--- config.mk ---
export PLATFORM = sky130hd
export DESIGN_NAME = branch_skip_bit_ops_unit
export DESIGN_NICKNAME = d
export VERILOG_FILES = /design/src/branch_skip_bit_ops_unit.v
export VERILOG_INCLUDE_DIRS = /design/src
export SDC_FILE = /design/constraint.sdc
export NUM_CORES = 1
export LEC_CHECK = 0
export BUFFER_PORTS_ARGS = -buffer_cell sky130_fd_sc_hd__buf_4
export CORE_ASPECT_RATIO = 0.75
export CORE_MARGIN = 2
export CORE_UTILIZATION = 48
export DETAILED_ROUTE_END_ITERATION = 8
export HOLD_SLACK_MARGIN = 0.05
export PLACE_DENSITY = 0.87
export SLEW_MARGIN = 20
export SYNTH_ARGS = -nofsm -noshare
export SYNTH_HDL_FRONTEND = slang
export SYNTH_SLANG_ARGS = --single-unit
--- constraint.sdc ---
create_clock -name i_clk -period 2.9 [get_ports i_clk]
set_input_delay 0.58 -clock i_clk [delete_from_list [all_inputs] [get_ports i_clk]]
set_output_delay 0.58 -clock i_clk [all_outputs]
set_load 0.02 [all_outputs]
--- src/branch_skip_bit_ops_map.vh ---
// constants for the branch, skip and bit-operation unit
`ifndef BRANCH_SKIP_BIT_OPS_MAP_VH
`define BRANCH_SKIP_BIT_OPS_MAP_VH

// ----------
// operation codes
// ----------
`define OP_SKIP_REG_SET    6'h00
`define OP_SKIP_IO_CLR     6'h01
`define OP_SKIP_IO_SET     6'h02
`define OP_BR_FLAG_SET     6'h03
`define OP_BR_FLAG_CLR     6'h04
`define OP_BR_EQUAL        6'h05
`define OP_BR_NOT_EQUAL    6'h06
`define OP_BR_CARRY_SET    6'h07
`define OP_BR_CARRY_CLR    6'h08
`define OP_BR_SAME_HIGHER  6'h09
`define OP_BR_LOWER        6'h0A
`define OP_BR_MINUS        6'h0B
`define OP_BR_PLUS         6'h0C
`define OP_BR_SIGNED_GE    6'h0D
`define OP_BR_SIGNED_LT    6'h0E
`define OP_BR_HALF_SET     6'h0F
`define OP_BR_HALF_CLR     6'h10
`define OP_BR_TFLAG_SET    6'h11
`define OP_BR_TFLAG_CLR    6'h12
`define OP_BR_OVF_SET      6'h13
`define OP_BR_OVF_CLR      6'h14
`define OP_BR_IRQ_ENABLED  6'h15
`define OP_BR_IRQ_DISABLED 6'h16
`define OP_IO_BIT_SET      6'h17
`define OP_IO_BIT_CLR      6'h18
`define OP_LOGIC_LEFT      6'h19
`define OP_LOGIC_RIGHT     6'h1A
`define OP_ROTATE_LEFT     6'h1B
`define OP_ROTATE_RIGHT    6'h1C
`define OP_ARITH_RIGHT     6'h1D
`define OP_NIBBLE_SWAP     6'h1E
`define OP_STATUS_BIT_SET  6'h1F
`define OP_STATUS_BIT_CLR  6'h20
`define OP_REG_TO_TFLAG    6'h21
`define OP_TFLAG_TO_REG    6'h22
`define OP_CARRY_SET       6'h23
`define OP_CARRY_CLR       6'h24
`define OP_NEGATIVE_SET    6'h25
`define OP_NEGATIVE_CLR    6'h26
`define OP_ZERO_SET        6'h27
`define OP_ZERO_CLR        6'h28
`define OP_GLOBAL_IRQ_ON   6'h29

// ----------
// status flag positions
// ----------
`define FLAG_C 0
`define FLAG_Z 1
`define FLAG_N 2
`define FLAG_V 3
`define FLAG_S 4
`define FLAG_H 5
`define FLAG_T 6
`define FLAG_I 7

// ----------
// register map and reset values
// ----------
`define ADDR_FLAGS      2'h0
`define ADDR_PC         2'h1
`define ADDR_INFO       2'h2
`define FLAGS_RESET     8'h00
`define INFO_BUSY       0
`define INFO_TAKEN      1
`define INFO_CYC_LO     2
`define INFO_CYC_HI     3

// ----------
// program counter steps and cycle counts
// ----------
`define PC_STEP_NEXT    1
`define PC_STEP_SKIP1   2
`define PC_STEP_SKIP2   3
`define CYC_ONE         2'h1
`define CYC_TWO         2'h2
`define CYC_THREE       2'h3

`endif

--- src/branch_skip_bit_ops_unit.v ---
// execution of skip, branch, shift and flag-bit instructions
//
// Function
// - skip next instruction when chosen register bit is one; flags untouched.
// - skip next instruction when chosen io register bit is zero; flags untouched.
// - skip next instruction when chosen io register bit is one; flags untouched.
// - generic branches test the flag chosen by s, taken goes to pc+k+1.
// - equal branches on zero flag one, not-equal on zero flag zero.
// - carry-set and lower on carry one; carry-clear and same-or-higher on zero.
// - minus branches on negative one, plus branches on negative zero.
// - signed ge branches when n xor v is zero, signed lt when one.
// - half-carry set and clear branches test the half-carry flag.
// - t flag set and clear branches test the t flag.
// - overflow set and clear branches test the overflow flag.
// - irq enabled and disabled branches test the global interrupt flag.
// - set or clear one io register bit in two cycles, nothing else changes.
// - logical left shift loads zero in bit 0, updates z c n v.
// - logical right shift loads zero in bit 7, updates z c n v.
// - rotates pass the old carry in and the outgoing bit to carry.
// - arithmetic right shift keeps bit 7, updates z c n v.
// - nibble swap exchanges register halves, flags untouched, one cycle.
// - store register bit into t; load t into register bit; one cycle.
// - single-cycle set or clear of one flag, only that flag changes.
`timescale 1ns/100ps
`include "branch_skip_bit_ops_map.vh"

module branch_skip_bit_ops_unit #(
    parameter PC_W  = 16,
    parameter OFS_W = 7
) (
    input  wire             i_clk,
    input  wire             i_reset_n,
    input  wire             i_wb_cyc,
    input  wire             i_wb_stb,
    input  wire             i_wb_we,
    input  wire [3:0]       i_wb_adr,
    input  wire [31:0]      i_wb_dat,
    input  wire [3:0]       i_wb_sel,
    output wire [31:0]      o_wb_dat,
    output wire             o_wb_ack,
    input  wire             i_op_valid,
    output wire             o_op_ready,
    input  wire [5:0]       i_op_code,
    input  wire [2:0]       i_op_bit,
    input  wire [OFS_W-1:0] i_op_offset,
    input  wire             i_op_two_word_next,
    input  wire [7:0]       i_reg_data,
    input  wire [7:0]       i_io_data,
    output wire             o_reg_we,
    output wire [7:0]       o_reg_wdata,
    output wire             o_io_we,
    output wire [7:0]       o_io_wdata,
    output wire             o_done,
    output wire [PC_W-1:0]  o_pc,
    output wire [7:0]       o_flags
);

    // ----------
    // constants
    // ----------
    localparam [PC_W-1:0] PC_NEXT  = `PC_STEP_NEXT;
    localparam [PC_W-1:0] PC_SKIP1 = `PC_STEP_SKIP1;
    localparam [PC_W-1:0] PC_SKIP2 = `PC_STEP_SKIP2;

    // ----------
    // state
    // ----------
    reg [7:0]      flags_r;
    reg [PC_W-1:0] pc_r;
    reg [1:0]      remain_r;
    reg            taken_r;
    reg [1:0]      last_cyc_r;
    reg            reg_we_r;
    reg [7:0]      reg_wdata_r;
    reg            io_we_r;
    reg [7:0]      io_wdata_r;
    reg            done_r;
    reg            ack_r;
    reg [31:0]     wb_dat_r;

    reg [7:0]      flags_nxt;
    reg [PC_W-1:0] pc_nxt;
    reg [1:0]      cyc_nxt;
    reg            taken_nxt;
    reg            reg_we_nxt;
    reg [7:0]      reg_wdata_nxt;
    reg            io_we_nxt;
    reg [7:0]      io_wdata_nxt;

    wire           accept;
    wire           bus_req;
    wire           bus_wr;
    wire [PC_W-1:0] ofs_ext;

    // ----------
    // functions
    // ----------
    // flag result of a shift or rotate
    function [7:0] shift_flags;
        input [7:0] f;
        input [7:0] res;
        input       c;
        reg   [7:0] t;
        begin
            t = f;
            t[`FLAG_C] = c;
            t[`FLAG_Z] = (res == 8'h00);
            t[`FLAG_N] = res[7];
            t[`FLAG_V] = res[7] ^ c;
            shift_flags = t;
        end
    endfunction

    // branch condition for every branch code
    function branch_cond;
        input [5:0] op;
        input [2:0] s;
        input [7:0] f;
        begin
            case (op)
                `OP_BR_FLAG_SET: branch_cond = f[s];
                `OP_BR_FLAG_CLR: branch_cond = ~f[s];
                `OP_BR_EQUAL: branch_cond = f[`FLAG_Z];
                `OP_BR_NOT_EQUAL: branch_cond = ~f[`FLAG_Z];
                `OP_BR_CARRY_SET: branch_cond = f[`FLAG_C];
                `OP_BR_LOWER: branch_cond = f[`FLAG_C];
                `OP_BR_CARRY_CLR: branch_cond = ~f[`FLAG_C];
                `OP_BR_SAME_HIGHER: branch_cond = ~f[`FLAG_C];
                `OP_BR_MINUS: branch_cond = f[`FLAG_N];
                `OP_BR_PLUS: branch_cond = ~f[`FLAG_N];
                `OP_BR_SIGNED_GE: branch_cond = ~(f[`FLAG_N] ^ f[`FLAG_V]);
                `OP_BR_SIGNED_LT: branch_cond = f[`FLAG_N] ^ f[`FLAG_V];
                `OP_BR_HALF_SET: branch_cond = f[`FLAG_H];
                `OP_BR_HALF_CLR: branch_cond = ~f[`FLAG_H];
                `OP_BR_TFLAG_SET: branch_cond = f[`FLAG_T];
                `OP_BR_TFLAG_CLR: branch_cond = ~f[`FLAG_T];
                `OP_BR_OVF_SET: branch_cond = f[`FLAG_V];
                `OP_BR_OVF_CLR: branch_cond = ~f[`FLAG_V];
                `OP_BR_IRQ_ENABLED: branch_cond = f[`FLAG_I];
                `OP_BR_IRQ_DISABLED: branch_cond = ~f[`FLAG_I];
                default: branch_cond = 1'b0;
            endcase
        end
    endfunction

    // true for every branch code
    function is_branch;
        input [5:0] op;
        begin
            is_branch = (op >= `OP_BR_FLAG_SET) && (op <= `OP_BR_IRQ_DISABLED);
        end
    endfunction

    // ----------
    // operation handshake
    // ----------
    assign o_op_ready = (remain_r == 2'h0);
    assign accept     = i_op_valid & o_op_ready;
    assign ofs_ext    = {{(PC_W-OFS_W){i_op_offset[OFS_W-1]}}, i_op_offset};

    // ----------
    // execution
    // ----------
    always @* begin
        flags_nxt     = flags_r;
        pc_nxt        = pc_r + PC_NEXT;
        cyc_nxt       = `CYC_ONE;
        taken_nxt     = 1'b0;
        reg_we_nxt    = 1'b0;
        reg_wdata_nxt = i_reg_data;
        io_we_nxt     = 1'b0;
        io_wdata_nxt  = i_io_data;
        case (i_op_code)
            `OP_SKIP_REG_SET: begin
                taken_nxt = i_reg_data[i_op_bit];
            end
            `OP_SKIP_IO_CLR: begin
                taken_nxt = ~i_io_data[i_op_bit];
            end
            `OP_SKIP_IO_SET: begin
                taken_nxt = i_io_data[i_op_bit];
            end
            `OP_IO_BIT_SET: begin
                io_we_nxt              = 1'b1;
                io_wdata_nxt[i_op_bit] = 1'b1;
                cyc_nxt                = `CYC_TWO;
            end
            `OP_IO_BIT_CLR: begin
                io_we_nxt              = 1'b1;
                io_wdata_nxt[i_op_bit] = 1'b0;
                cyc_nxt                = `CYC_TWO;
            end
            `OP_LOGIC_LEFT: begin
                reg_we_nxt    = 1'b1;
                reg_wdata_nxt = {i_reg_data[6:0], 1'b0};
                flags_nxt     = shift_flags(flags_r, reg_wdata_nxt, i_reg_data[7]);
            end
            `OP_LOGIC_RIGHT: begin
                reg_we_nxt    = 1'b1;
                reg_wdata_nxt = {1'b0, i_reg_data[7:1]};
                flags_nxt     = shift_flags(flags_r, reg_wdata_nxt, i_reg_data[0]);
            end
            `OP_ROTATE_LEFT: begin
                reg_we_nxt    = 1'b1;
                reg_wdata_nxt = {i_reg_data[6:0], flags_r[`FLAG_C]};
                flags_nxt     = shift_flags(flags_r, reg_wdata_nxt, i_reg_data[7]);
            end
            `OP_ROTATE_RIGHT: begin
                reg_we_nxt    = 1'b1;
                reg_wdata_nxt = {flags_r[`FLAG_C], i_reg_data[7:1]};
                flags_nxt     = shift_flags(flags_r, reg_wdata_nxt, i_reg_data[0]);
            end
            `OP_ARITH_RIGHT: begin
                reg_we_nxt    = 1'b1;
                reg_wdata_nxt = {i_reg_data[7], i_reg_data[7:1]};
                flags_nxt     = shift_flags(flags_r, reg_wdata_nxt, i_reg_data[0]);
            end
            `OP_NIBBLE_SWAP: begin
                reg_we_nxt    = 1'b1;
                reg_wdata_nxt = {i_reg_data[3:0], i_reg_data[7:4]};
            end
            `OP_REG_TO_TFLAG: begin
                flags_nxt[`FLAG_T] = i_reg_data[i_op_bit];
            end
            `OP_TFLAG_TO_REG: begin
                reg_we_nxt              = 1'b1;
                reg_wdata_nxt[i_op_bit] = flags_r[`FLAG_T];
            end
            `OP_STATUS_BIT_SET: begin
                flags_nxt[i_op_bit] = 1'b1;
            end
            `OP_STATUS_BIT_CLR: begin
                flags_nxt[i_op_bit] = 1'b0;
            end
            `OP_CARRY_SET: begin
                flags_nxt[`FLAG_C] = 1'b1;
            end
            `OP_CARRY_CLR: begin
                flags_nxt[`FLAG_C] = 1'b0;
            end
            `OP_NEGATIVE_SET: begin
                flags_nxt[`FLAG_N] = 1'b1;
            end
            `OP_NEGATIVE_CLR: begin
                flags_nxt[`FLAG_N] = 1'b0;
            end
            `OP_ZERO_SET: begin
                flags_nxt[`FLAG_Z] = 1'b1;
            end
            `OP_ZERO_CLR: begin
                flags_nxt[`FLAG_Z] = 1'b0;
            end
            `OP_GLOBAL_IRQ_ON: begin
                flags_nxt[`FLAG_I] = 1'b1;
            end
            default: begin
                taken_nxt = branch_cond(i_op_code, i_op_bit, flags_r);
            end
        endcase
        // skip: two or three words, two or three cycles
        if (taken_nxt && (i_op_code <= `OP_SKIP_IO_SET)) begin
            if (i_op_two_word_next) begin
                pc_nxt  = pc_r + PC_SKIP2;
                cyc_nxt = `CYC_THREE;
            end else begin
                pc_nxt  = pc_r + PC_SKIP1;
                cyc_nxt = `CYC_TWO;
            end
        end
        // taken branch: pc+k+1, one extra cycle
        if (taken_nxt && is_branch(i_op_code)) begin
            pc_nxt  = pc_r + ofs_ext + PC_NEXT;
            cyc_nxt = `CYC_TWO;
        end
    end

    // ----------
    // wishbone slave
    // ----------
    assign bus_req  = i_wb_cyc & i_wb_stb;
    assign bus_wr   = bus_req & i_wb_we & ack_r;
    assign o_wb_ack = ack_r;
    assign o_wb_dat = wb_dat_r;

    always @(posedge i_clk) begin
        if (!i_reset_n) begin
            ack_r    <= 1'b0;
            wb_dat_r <= 32'h0000_0000;
        end else begin
            ack_r    <= bus_req & ~ack_r;
            wb_dat_r <= 32'h0000_0000;
            if (bus_req && !ack_r && !i_wb_we) begin
                case (i_wb_adr[3:2])
                    `ADDR_FLAGS: wb_dat_r[7:0]      <= flags_r;
                    `ADDR_PC:    wb_dat_r[PC_W-1:0] <= pc_r;
                    `ADDR_INFO: begin
                        wb_dat_r[`INFO_BUSY]                 <= ~o_op_ready;
                        wb_dat_r[`INFO_TAKEN]                <= taken_r;
                        wb_dat_r[`INFO_CYC_HI:`INFO_CYC_LO]  <= last_cyc_r;
                    end
                    default:     wb_dat_r <= 32'h0000_0000;
                endcase
            end
        end
    end

    // ----------
    // core state
    // ----------
    integer i;

    always @(posedge i_clk) begin
        if (!i_reset_n) begin
            flags_r     <= `FLAGS_RESET;
            pc_r        <= {PC_W{1'b0}};
            remain_r    <= 2'h0;
            taken_r     <= 1'b0;
            last_cyc_r  <= 2'h0;
            reg_we_r    <= 1'b0;
            reg_wdata_r <= 8'h00;
            io_we_r     <= 1'b0;
            io_wdata_r  <= 8'h00;
            done_r      <= 1'b0;
        end else begin
            reg_we_r <= 1'b0;
            io_we_r  <= 1'b0;
            done_r   <= 1'b0;
            if (accept) begin
                flags_r    <= flags_nxt;
                pc_r       <= pc_nxt;
                taken_r    <= taken_nxt;
                last_cyc_r <= cyc_nxt;
                remain_r   <= cyc_nxt - `CYC_ONE;
                reg_we_r   <= reg_we_nxt;
                io_we_r    <= io_we_nxt;
                done_r     <= (cyc_nxt == `CYC_ONE);
                if (reg_we_nxt) begin
                    reg_wdata_r <= reg_wdata_nxt;
                end
                if (io_we_nxt) begin
                    io_wdata_r <= io_wdata_nxt;
                end
            end else if (remain_r != 2'h0) begin
                remain_r <= remain_r - `CYC_ONE;
                done_r   <= (remain_r == `CYC_ONE);
            end
            // bus writes take effect at the acknowledge edge
            if (bus_wr && (i_wb_adr[3:2] == `ADDR_FLAGS) && i_wb_sel[0]) begin
                flags_r <= i_wb_dat[7:0];
            end
            if (bus_wr && (i_wb_adr[3:2] == `ADDR_PC)) begin
                for (i = 0; i < PC_W; i = i + 1) begin
                    if (i_wb_sel[i/8]) begin
                        pc_r[i] <= i_wb_dat[i];
                    end
                end
            end
        end
    end

    // ----------
    // outputs
    // ----------
    assign o_reg_we    = reg_we_r;
    assign o_reg_wdata = reg_wdata_r;
    assign o_io_we     = io_we_r;
    assign o_io_wdata  = io_wdata_r;
    assign o_done      = done_r;
    assign o_pc        = pc_r;
    assign o_flags     = flags_r;

endmodule // branch_skip_bit_ops_unit

==> results of run 1 <==
==> cells by family (layout without fill, tap and decap cells) <==
logic type      after synthesis  after routing  share of synthesized area (%)
other cells                   1             16                         0.0688
mux                          47             47                           8.96
flops                        65             65                           23.9
compound gates              222            222                           27.5
xor+xnor                     18             18                           2.89
fa+ha+maj                    24             24                           5.65
simple gates                261            261                           22.9
buf+inv                      88            236                           8.11
==> what timing repair did <==
action / CTS / global route
setup endpoints to repair: 0 / 4
resized for setup: 0 / 14
setup buffers: 0 / 1
==> worst max path at each step <==
stage / startpoint / end / slack [ps] / cells past startpoint
final: o_flags[6] / o_pc[12] / 20 / 11
after global routing: i_op_bit[0] / remain_r[1] / -10 / 13
after CTS: o_flags[3] / remain_r[1] / 30 / 13
after detailed placement: i_op_bit[1] / remain_r[1] / -310 / 13
after global placement: i_op_bit[1] / remain_r[1] / -250 / 13
after floorplan: i_op_bit[0] / remain_r[1] / -170 / 14
==> where the power goes <==
group / leakage [uW] / total [uW] / switching [uW] / internal (uW)
Sequential: 0.000527 / 1040 / 77.3 / 964
Combinational: 0.00236 / 1320 / 782 / 542
Clock: 0.000157 / 1220 / 456 / 762
==> layout make-up <==
class	instances	share of cell area, %
multi-input combinational	588	53.1
timing repair buffer	194	20.4
sequential	65	18.1
clock buffer	9	3.14
tap	140	2.44
clock inverter	7	1.43
inverter	26	1.36
==> cell usage in the layout (no fill, tap or decap), types with 5 or more instances in the layout <==
cell	instances
buf_4	192
nor2_1	99
dfxtp_1	65
a21oi_1	58
o21ai_0	49
nand2_1	42
mux2i_1	42
nor3_1	25
nand3_1	24
inv_1	23
ha_1	22
a211oi_1	18
o211ai_1	16
conb_1	16
and2_1	14
a31oi_1	12
xnor2_1	12
clkbuf_16	9
nand2b_1	8
nor2b_1	8
xor2_1	6
a311oi_1	6
nor4_1	6
a222oi_1	6
or3_1	5
and3_1	5
==> registers in the layout, indices dropped and copies added (netlist names) <==
name and cells:
o_io_we 1, last_cyc_r 2, o_pc 16, o_wb_dat 16
o_reg_we 1, remain_r 2, o_reg_wdata 8, taken_r 1
o_io_wdata 8, o_flags 8, o_wb_ack 1, o_done 1
==> critical path: stages, from the launching register on <==
cell,delay [ps]
dfxtp_1,330
buf_4,200
inv_1,200
o211ai_1,130
a31o_2,250
a211oi_1,430
or3_4,230
buf_4,100
buf_4,280
nand3_1,230
o211ai_1,280
a41oi_1,80
==> per-stage QoR <==
step	hold WS (ps)	total power, uW	setup WS (ps)	area (um2)	util (%)
after floorplan	436	1890	-169	5500	-
after global placement	447	2290	-252	6780	61.8
after detailed placement	458	2320	-312	6780	61.8
after CTS	466	3540	27.9	7110	64.8
after global routing	474	3730	-11.5	7180	65.4
final	473	3580	18.2	7180	65.4
==> layer usage <==
metal | global-route usage [%] | up-vias | routed length [um]
li1 | - | 2968 | -
met1 | 43.3 | 2931 | 8290
met2 | 46.2 | 437 | 8020
met3 | 6.95 | 55 | 2400
met4 | 9.07 | 0 | 465
met5 | 0 | - | 0
==> results.py, run 1 <==
metrics = {
    "outcome": {
        "status": "finished, violations left",
        "violations": "DRC",
    },
    "global_route": {
        "grt_first_pass_wirelength_um": 29600,
        "grt_usage_pct": 30.5,
        "grt_start_max_net_pins": 36,
        "grt-ovfl-total": 0,
        "grt_pass1_vias": 5685,
        "antenna_found_initial": 0,
    },
    "layout": {
        "multiInputGateArea_mm2": 0.00381,
        "nets": 987,
        "fin_cells": 1029,
        "seq_area_mm2": 0.00130,
        "drive_gt1_share_pct": 27.0,
        "num-fill-cells": 912,
        "antenna_cells": 0,
        "areaGrowthSynthToFinish_pct": 31.8,
    },
    "detailed_routing": {
        "drc": 1,
        "firstDrtPassIters": 8,
        "wl_um": 19200,
        "drtIter0Drc": 698,
        "via_per_inst": 6.21,
        "avgRoutedWirePerCell_um": 18.6,
        "vias": 6391,
        "postRouteAntennaNets": 0,
    },
    "worst_setup_path": {
        "cp_max_fo": 27,
        "reg2reg_from": "o_flags[6]",
        "crit_path_start_kind": "flop",
        "worst-setup-path-type": "flop to flop",
        "crit_path_end_kind": "flop",
        "r2r_end": "o_pc[12]",
        "r2r_setup_slack_ps": 20,
        "critPathArrivalTime_ps": 3070,
        "r2r_cells": 11,
        "worstPathRequired_ps": 3090,
    },
    "synth": {
        "synth-async-reset-ratio_pct": 0,
        "synth_top_flop_cell": "dfxtp_1",
        "yosysMostFrequentCell": "nor2_1",
        "synthDistinctLibCells": 72,
        "synth-edff-count": 0,
        "syn_area_per_cell_um2": 7.50,
        "yosysWarnings": 0,
        "synthCells": 726,
        "syn_area_mm2": 0.00545,
        "yosys-top-cells-area": "dfxtp_1 (24%), mux2i_1 (7.7%), nor2_1 (6.9%)",
        "yosysTopAreaCell": "dfxtp_1",
        "synth_common_cells": "nor2_1 (100), dfxtp_1 (65), a21oi_1 (59), o21ai_0 (50)",
        "synth_top_area_share_pct": 23.9,
        "synth_seq_cells": 65,
        "ys_seq_area_share_pct": 23.9,
    },
    "floorplanning": {
        "ios": 156,
        "fp.dieW_um": 127,
        "row_count": 33,
        "initial_utilization_pct": 49.6,
        "die_y_um": 96.3,
        "core_area_mm2": 0.0110,
        "die_area_mm2": 0.0122,
    },
    "clock_tree": {
        "insertion_delay_ps": 340,
        "cts_tree": "built",
        "clock_path_buffers": 2,
        "ctsHtreeMaxLevel": 3,
        "cts_buffers": 9,
        "root_buffer": "clkbuf_16",
        "clock-sinks": 65,
        "cts_hold_buf": 0,
        "clk_pin_slew_worst_paths_ps": 70,
    },
    "pwr": {
        "power_density_mw_per_mm2": 499,
        "ir_worst_vdd_mv": 0.323,
        "power_leakage_uw": 0.00305,
    },
    "sta": {
        "final_max_slew_viol_count": 0,
        "tightest_slew_ps": 1040,
        "setup_viol": 0,
        "finalHoldViolations": 0,
        "tns_ps": 0,
        "fin_crit_ps": 2880,
        "max_freq_mhz": 347,
        "maxSlewHeadroom_pct": 30.5,
        "post-route-period-util_pct": 99.4,
        "finalClockSkew_ps": 8.30,
    },
    "placed_design": {
        "dpl.hpwl_um": 14200,
        "place.gp.congestion": 1.01,
        "portBuffers": 119,
        "place_inst": 1012,
    },
    "worst_hold_path": {
        "hold_depth": 3,
        "hold_end": "o_pc[9]",
        "worstHoldStart": "i_wb_dat[9]",
        "hp-class": "input port to flop",
    },
    "flow_run": {
        "maxCapViolations": 0,
    },
}
Note: power is estimated with default switching activity, not from simulation.
==> inputs of run 2 (changes only) <==
--- a/config.mk
+++ b/config.mk
@@ -6,10 +6,11 @@
 export SDC_FILE = /design/constraint.sdc
 export NUM_CORES = 1
 export LEC_CHECK = 0
-export BUFFER_PORTS_ARGS = -buffer_cell sky130_fd_sc_hd__buf_4
+export BUFFER_PORTS_ARGS = -buffer_cell sky130_fd_sc_hd__buf_2
 export CORE_ASPECT_RATIO = 0.75
 export CORE_MARGIN = 2
 export CORE_UTILIZATION = 48
+export CTS_CLUSTER_SIZE = 28
 export DETAILED_ROUTE_END_ITERATION = 8
 export HOLD_SLACK_MARGIN = 0.05
 export PLACE_DENSITY = 0.87
==> run 2 against run 1 <==
Effect of this change:
- the run now ends clean
- non-clock buffer count grew 18
- combinational power hardly changed
- die area stayed put
- sequential share of layout area is 0.55 points higher
- clock power fell by 7%
- critical path depth up 2
- final area decreased by 2.9%
- flip-flop and latch count stayed put
- global-route usage is 0.67 points lower
- core utilization decreased by 1.9 points
- final cell count rose by 1.7%
- register-to-register slack better by 100 ps
- largest cell class unchanged
==> results.py, run 2 (synthesis gave the netlist of run 1 again) <==
metrics = {
    "clock_tree": {
        "ctsHtreeMaxLevel": 3,
        "clock-sinks": 65,
        "cts_resized": 0,
        "root_buffer": "clkbuf_16",
        "cts_setup_buffers": 0,
        "clk_pin_slew_worst_paths_ps": 60,
        "clock_path_buffers": 2,
        "cts_hold_buf": 0,
        "cts_tree": "built",
        "cts_buffers": 9,
        "insertion_delay_ps": 340,
    },
    "sta": {
        "final_max_slew_viol_count": 0,
        "whs_ps": 469,
        "maxSlewHeadroom_pct": 57.0,
        "rsz0062_at_grt": "true",
        "post-route-period-util_pct": 97.9,
        "fin_crit_ps": 2840,
        "tightest_slew_ps": 644,
        "max_freq_mhz": 352,
        "setup_viol": 0,
        "finalHoldViolations": 0,
        "finalClockSkew_ps": 10.9,
    },
    "detailed_routing": {
        "firstDrtPassIters": 8,
        "via_per_inst": 6.11,
        "postRouteAntennaNets": 0,
        "wl_um": 18500,
        "avgRoutedWirePerCell_um": 17.7,
        "drtIter0Drc": 788,
        "vias": 6397,
        "drc": 0,
    },
    "floorplanning": {
        "core_area_mm2": 0.0110,
        "row_count": 33,
        "die_y_um": 96.3,
        "fp.dieW_um": 127,
        "die_area_mm2": 0.0122,
        "ios": 156,
        "initial_utilization_pct": 49.6,
    },
    "pwr": {
        "power_leakage_uw": 0.00308,
        "netSwitchingFraction_pct": 37.1,
        "clockPowerShare_pct": 32.5,
        "total_power_uw": 3470,
        "power_density_mw_per_mm2": 498,
        "power.share.combinational_pct": 37.6,
        "ir_worst_vdd_mv": 0.288,
        "internal_power_uw": 2180,
        "seq_power_share_pct": 29.9,
        "switchingPower_uw": 1290,
    },
    "layout": {
        "final_common_cell": "buf_2",
        "fin_cells": 1047,
        "areaGrowthSynthToFinish_pct": 27.9,
        "fin_area_mm2": 0.00697,
        "seq_area_mm2": 0.00130,
        "nets": 1005,
        "multiInputGateArea_mm2": 0.00377,
        "final_cell_mix": "buf_2 (119), nor2_1 (100), buf_4 (91)",
        "antenna_cells": 0,
        "drive_gt1_share_pct": 27.5,
        "num-fill-cells": 933,
    },
    "flow_run": {
        "maxCapViolations": 0,
    },
    "outcome": {
        "status": "completed",
    },
    "global_route": {
        "grt_start_max_net_pins": 28,
        "antenna_found_initial": 0,
        "grt_pass1_vias": 5541,
        "grt_usage_pct": 29.9,
        "grt-ovfl-total": 0,
        "grt_first_pass_wirelength_um": 28700,
    },
    "worst_setup_path": {
        "worst-setup-path-type": "input port to flop",
        "worstPathRequired_ps": 3110,
        "crit_path_end_kind": "flop",
        "critPathArrivalTime_ps": 3050,
        "crit_path_start_kind": "input port",
        "cp_max_fo": 5,
    },
    "placed_design": {
        "place.gp.congestion": 1.02,
        "place_inst": 1031,
        "dpl.hpwl_um": 14300,
        "placed_cell_area_mm2": 0.00665,
        "portBuffers": 119,
    },
    "worst_hold_path": {
        "hp-class": "input port to flop",
    },
}
==> run 2: cell types whose count changed in the layout (fill, tap and decap cells not counted), sizes merged <==
cell / previous run / this run
buf: 194 / 212
clkinvlp: 1 / 3
bufinv: 2 / 1
clkbuf: 9 / 10
clkinv: 2 / 1
inv: 28 / 27
==> run 2: layout make-up <==
cell class	instances	share of cell area [%]
Clock buffer	10	3.43
Inverter	26	1.40
Timing Repair Buffer	212	18.9
Multi-Input combinational cell	588	54.1
Tap cell	140	2.51
Sequential cell	65	18.7
Clock inverter	6	0.952
==> run 2: final timing paths <==
path / slack (ps) / end / start / cells after the start
hold / removal: 470 / o_pc[13] / i_wb_dat[13] / 3
setup reg to reg: 120 / remain_r[1] / o_flags[3] / 13
setup / recovery: 60 / remain_r[1] / i_op_bit[0] / 13
hold reg to reg: 480 / taken_r / taken_r / 2
==> run 2: routing by layer <==
metal | up-vias | global-route usage (%) | routed length (um)
li1 | 3010 | - | -
met1 | 2931 | 41.8 | 8020
met2 | 418 | 43.7 | 7660
met3 | 38 | 10.2 | 2490
met4 | 0 | 7.88 | 314
met5 | - | 0 | 0
==> run 2: power groups by stage <==
stage          clock network [uW]  logic, uW  registers, uW
2_1_floorplan                   0        782           1100
3_3_place_gp                    0       1240           1050
3_5_place_dp                    0       1260           1050
4_1_cts                      1130       1280           1030
5_1_grt                      1170       1420           1050
6_report                     1130       1300           1040
==> run 2: worst max-delay path: stages <==
cell and delay [ps]:
buf_2 150, mux2i_1 120, mux4_2 500, mux2i_1 160, a311oi_1 120, or3_1 380, or3_1 410, inv_1 80
ha_1 220, nand2_1 60, o21ai_0 70, a21oi_1 140, nor2_1 50
==> run 2: metrics by stage <==
step | TNS, ps | setup WS [ps] | util, %
detailed placement | -1420 | -288 | 60.6
global placement | -811 | -255 | 60.6
global route | -6.86 | -6.86 | 63.4
floorplan | -169 | -169 | -
finish | 0 | 60.5 | 63.4
CTS | 0 | 81.8 | 63.4
==> inputs of run 3 (changes only) <==
--- a/config.mk
+++ b/config.mk
@@ -9,11 +9,12 @@
 export BUFFER_PORTS_ARGS = -buffer_cell sky130_fd_sc_hd__buf_2
 export CORE_ASPECT_RATIO = 0.75
 export CORE_MARGIN = 2
-export CORE_UTILIZATION = 48
+export CORE_UTILIZATION = 54
 export CTS_CLUSTER_SIZE = 28
 export DETAILED_ROUTE_END_ITERATION = 8
 export HOLD_SLACK_MARGIN = 0.05
-export PLACE_DENSITY = 0.87
+export MAX_ROUTING_LAYER = met4
+export PLACE_DENSITY = 0.92
 export SLEW_MARGIN = 20
 export SYNTH_ARGS = -nofsm -noshare
 export SYNTH_HDL_FRONTEND = slang
==> constraint.sdc (replaced) <==
create_clock -name i_clk -period 2.7 [get_ports i_clk]
set_input_delay 0.54 -clock i_clk [delete_from_list [all_inputs] [get_ports i_clk]]
set_output_delay 0.54 -clock i_clk [all_outputs]
set_load 0.02 [all_outputs]
==> run 3 against run 2 <==
Effect of this change:
- final cell count is 0.57% higher
- worst setup slack worse by 33 ps
- largest cell class unchanged
- clock skew is 3.8 ps lower
- critical path type unchanged
- sequential power is 8% higher
- via count is 6.1% higher
- flip-flop and latch count stayed put
==> results.py, run 3 (synthesis gave the netlist of run 1 again) <==
metrics = {
    "sta": {
        "post-route-period-util_pct": 99.0,
        "whs_ps": 456,
        "tns_ps": 0,
        "max_freq_mhz": 374,
        "rsz0062_at_grt": "true",
        "tightest_slew_ps": 759,
        "maxSlewHeadroom_pct": 49.3,
        "fin_crit_ps": 2670,
        "finalClockSkew_ps": 7.13,
        "final_max_slew_viol_count": 0,
        "finalHoldViolations": 0,
        "setup_viol": 0,
    },
    "layout": {
        "nets": 1019,
        "areaGrowthSynthToFinish_pct": 31.4,
        "fin_cells": 1053,
        "drive_gt1_share_pct": 30.9,
        "final_common_cell": "buf_2",
        "post-route-util_pct": 73.5,
        "antenna_cells": 0,
        "final_cell_mix": "buf_2 (117), buf_4 (104), nor2_1 (99)",
    },
    "worst_setup_path": {
        "r2r_setup_slack_ps": 40,
        "cp_max_fo": 19,
        "r2r_cells": 12,
        "crit_path_end_kind": "flop",
        "r2r_end": "remain_r[1]",
        "worstPathRequired_ps": 2900,
        "worst-setup-path-type": "input port to flop",
        "crit_path_start_kind": "input port",
        "reg2reg_from": "o_flags[2]",
        "critPathArrivalTime_ps": 2870,
    },
    "floorplanning": {
        "core_area_mm2": 0.00974,
        "ios": 156,
        "die_area_mm2": 0.0109,
        "die_y_um": 91.0,
        "row_count": 31,
        "initial_utilization_pct": 56.0,
        "fp.dieW_um": 120,
    },
    "detailed_routing": {
        "via_per_inst": 6.45,
        "drc": 0,
        "vias": 6789,
        "firstDrtPassIters": 7,
        "postRouteAntennaNets": 0,
        "drtIter0Drc": 1158,
        "avgRoutedWirePerCell_um": 18.8,
        "wl_um": 19800,
    },
    "global_route": {
        "grt_first_pass_wirelength_um": 30900,
        "grt_pass1_vias": 6106,
        "grt-ovfl-total": 0,
        "antenna_found_initial": 0,
        "grt_start_max_net_pins": 36,
        "grt_usage_pct": 36.2,
    },
    "clock_tree": {
        "insertion_delay_ps": 340,
        "root_buffer": "clkbuf_16",
        "cts_buffers": 9,
        "cts_tree": "built",
        "clock-sinks": 65,
        "clk_pin_slew_worst_paths_ps": 60,
        "clock_path_buffers": 2,
        "ctsHtreeMaxLevel": 3,
    },
    "pwr": {
        "power_leakage_uw": 0.00316,
        "power_density_mw_per_mm2": 522,
        "ir_worst_vdd_mv": 0.483,
    },
    "worst_hold_path": {
        "hp-class": "input port to flop",
        "hold_depth": 3,
        "hold_end": "o_pc[13]",
        "worstHoldStart": "i_wb_dat[13]",
    },
    "outcome": {
        "status": "completed",
    },
    "placed_design": {
        "place.gp.congestion": 1.02,
        "portBuffers": 119,
        "place_inst": 1036,
        "dpl.hpwl_um": 14600,
    },
    "flow_run": {
        "maxCapViolations": 0,
    },
}
==> run 3: changes by cell type in the layout (fill, tap and decap cells not counted), moves of 3 or more <==
cell,previous run,this run
o21ai_1,1,5
dfxtp_1,65,61
buf_4,91,104
clkinv_4,0,3
o21ai_0,50,46
dfxtp_2,0,4
inv_1,25,22
inv_2,1,4
==> run 3: how the worst max path moves through the flow <==
stage	cells after the start	from	endpoint	slack, ps
3_5_place_dp	13	i_op_bit[0]	remain_r[1]	-400
5_1_grt	12	o_flags[2]	remain_r[1]	-60
3_3_place_gp	13	i_op_bit[0]	remain_r[1]	-370
4_1_cts	12	o_flags[2]	remain_r[1]	-10
2_1_floorplan	14	i_op_bit[0]	remain_r[1]	-330
6_report	12	i_op_bit[0]	o_pc[15]	30
==> run 3: power by group <==
part | internal (uW) | switching (uW) | total [uW]
logic | 571 | 871 | 1440
registers | 1040 | 86.2 | 1120
clock network | 717 | 451 | 1170
==> run 3: per-layer routing <==
layer	share of wire, %	up-vias	global-route usage [%]
met1	39	3064	48.6
met5	0	-	-
met4	4.4	0	12.4
met3	15	126	9.48
li1	-	3043	-
met2	42	556	52.4
==> run 3: timing repair <==
action,4_1_cts,5_1_grt
pin swaps,6,5
buffers inserted,1,0
setup endpoints to repair,4,15
gates resized for setup,15,17
hold endpoints to repair,0,0
hold buffers,0,0
==> run 3: area by class of cell <==
| class | instances | area (um2) |
|---|---|---|
| Sequential cell | 65 | 1310 |
| Clock inverter | 6 | 68.8 |
| Multi-Input combinational cell | 588 | 3850 |
| Tap cell | 132 | 165 |
| Fill cell | 712 | 2580 |
| Inverter | 26 | 97.6 |
| Clock buffer | 10 | 229 |
| Timing Repair Buffer | 226 | 1440 |
==> run 3: critical path, cell delays in order <==
cell and delay, ps:
buf_6 110, buf_6 160, or3b_1 370, o21ai_1 150, a221o_2 220, o2111ai_4 160, buf_12 180, o31ai_4 290
buf_4 200, a41oi_1 130, o21ai_1 210, a31oi_1 130
==> run 3: metrics by stage <==
stage | power (uW) | setup WS (ps) | area (um2)
2_1_floorplan | 2030 | -329 | 5510
3_3_place_gp | 2440 | -374 | 6750
3_5_place_dp | 2490 | -400 | 6750
4_1_cts | 3670 | -11.5 | 7100
5_1_grt | 3890 | -64.4 | 7160
6_report | 3730 | 27.2 | 7160
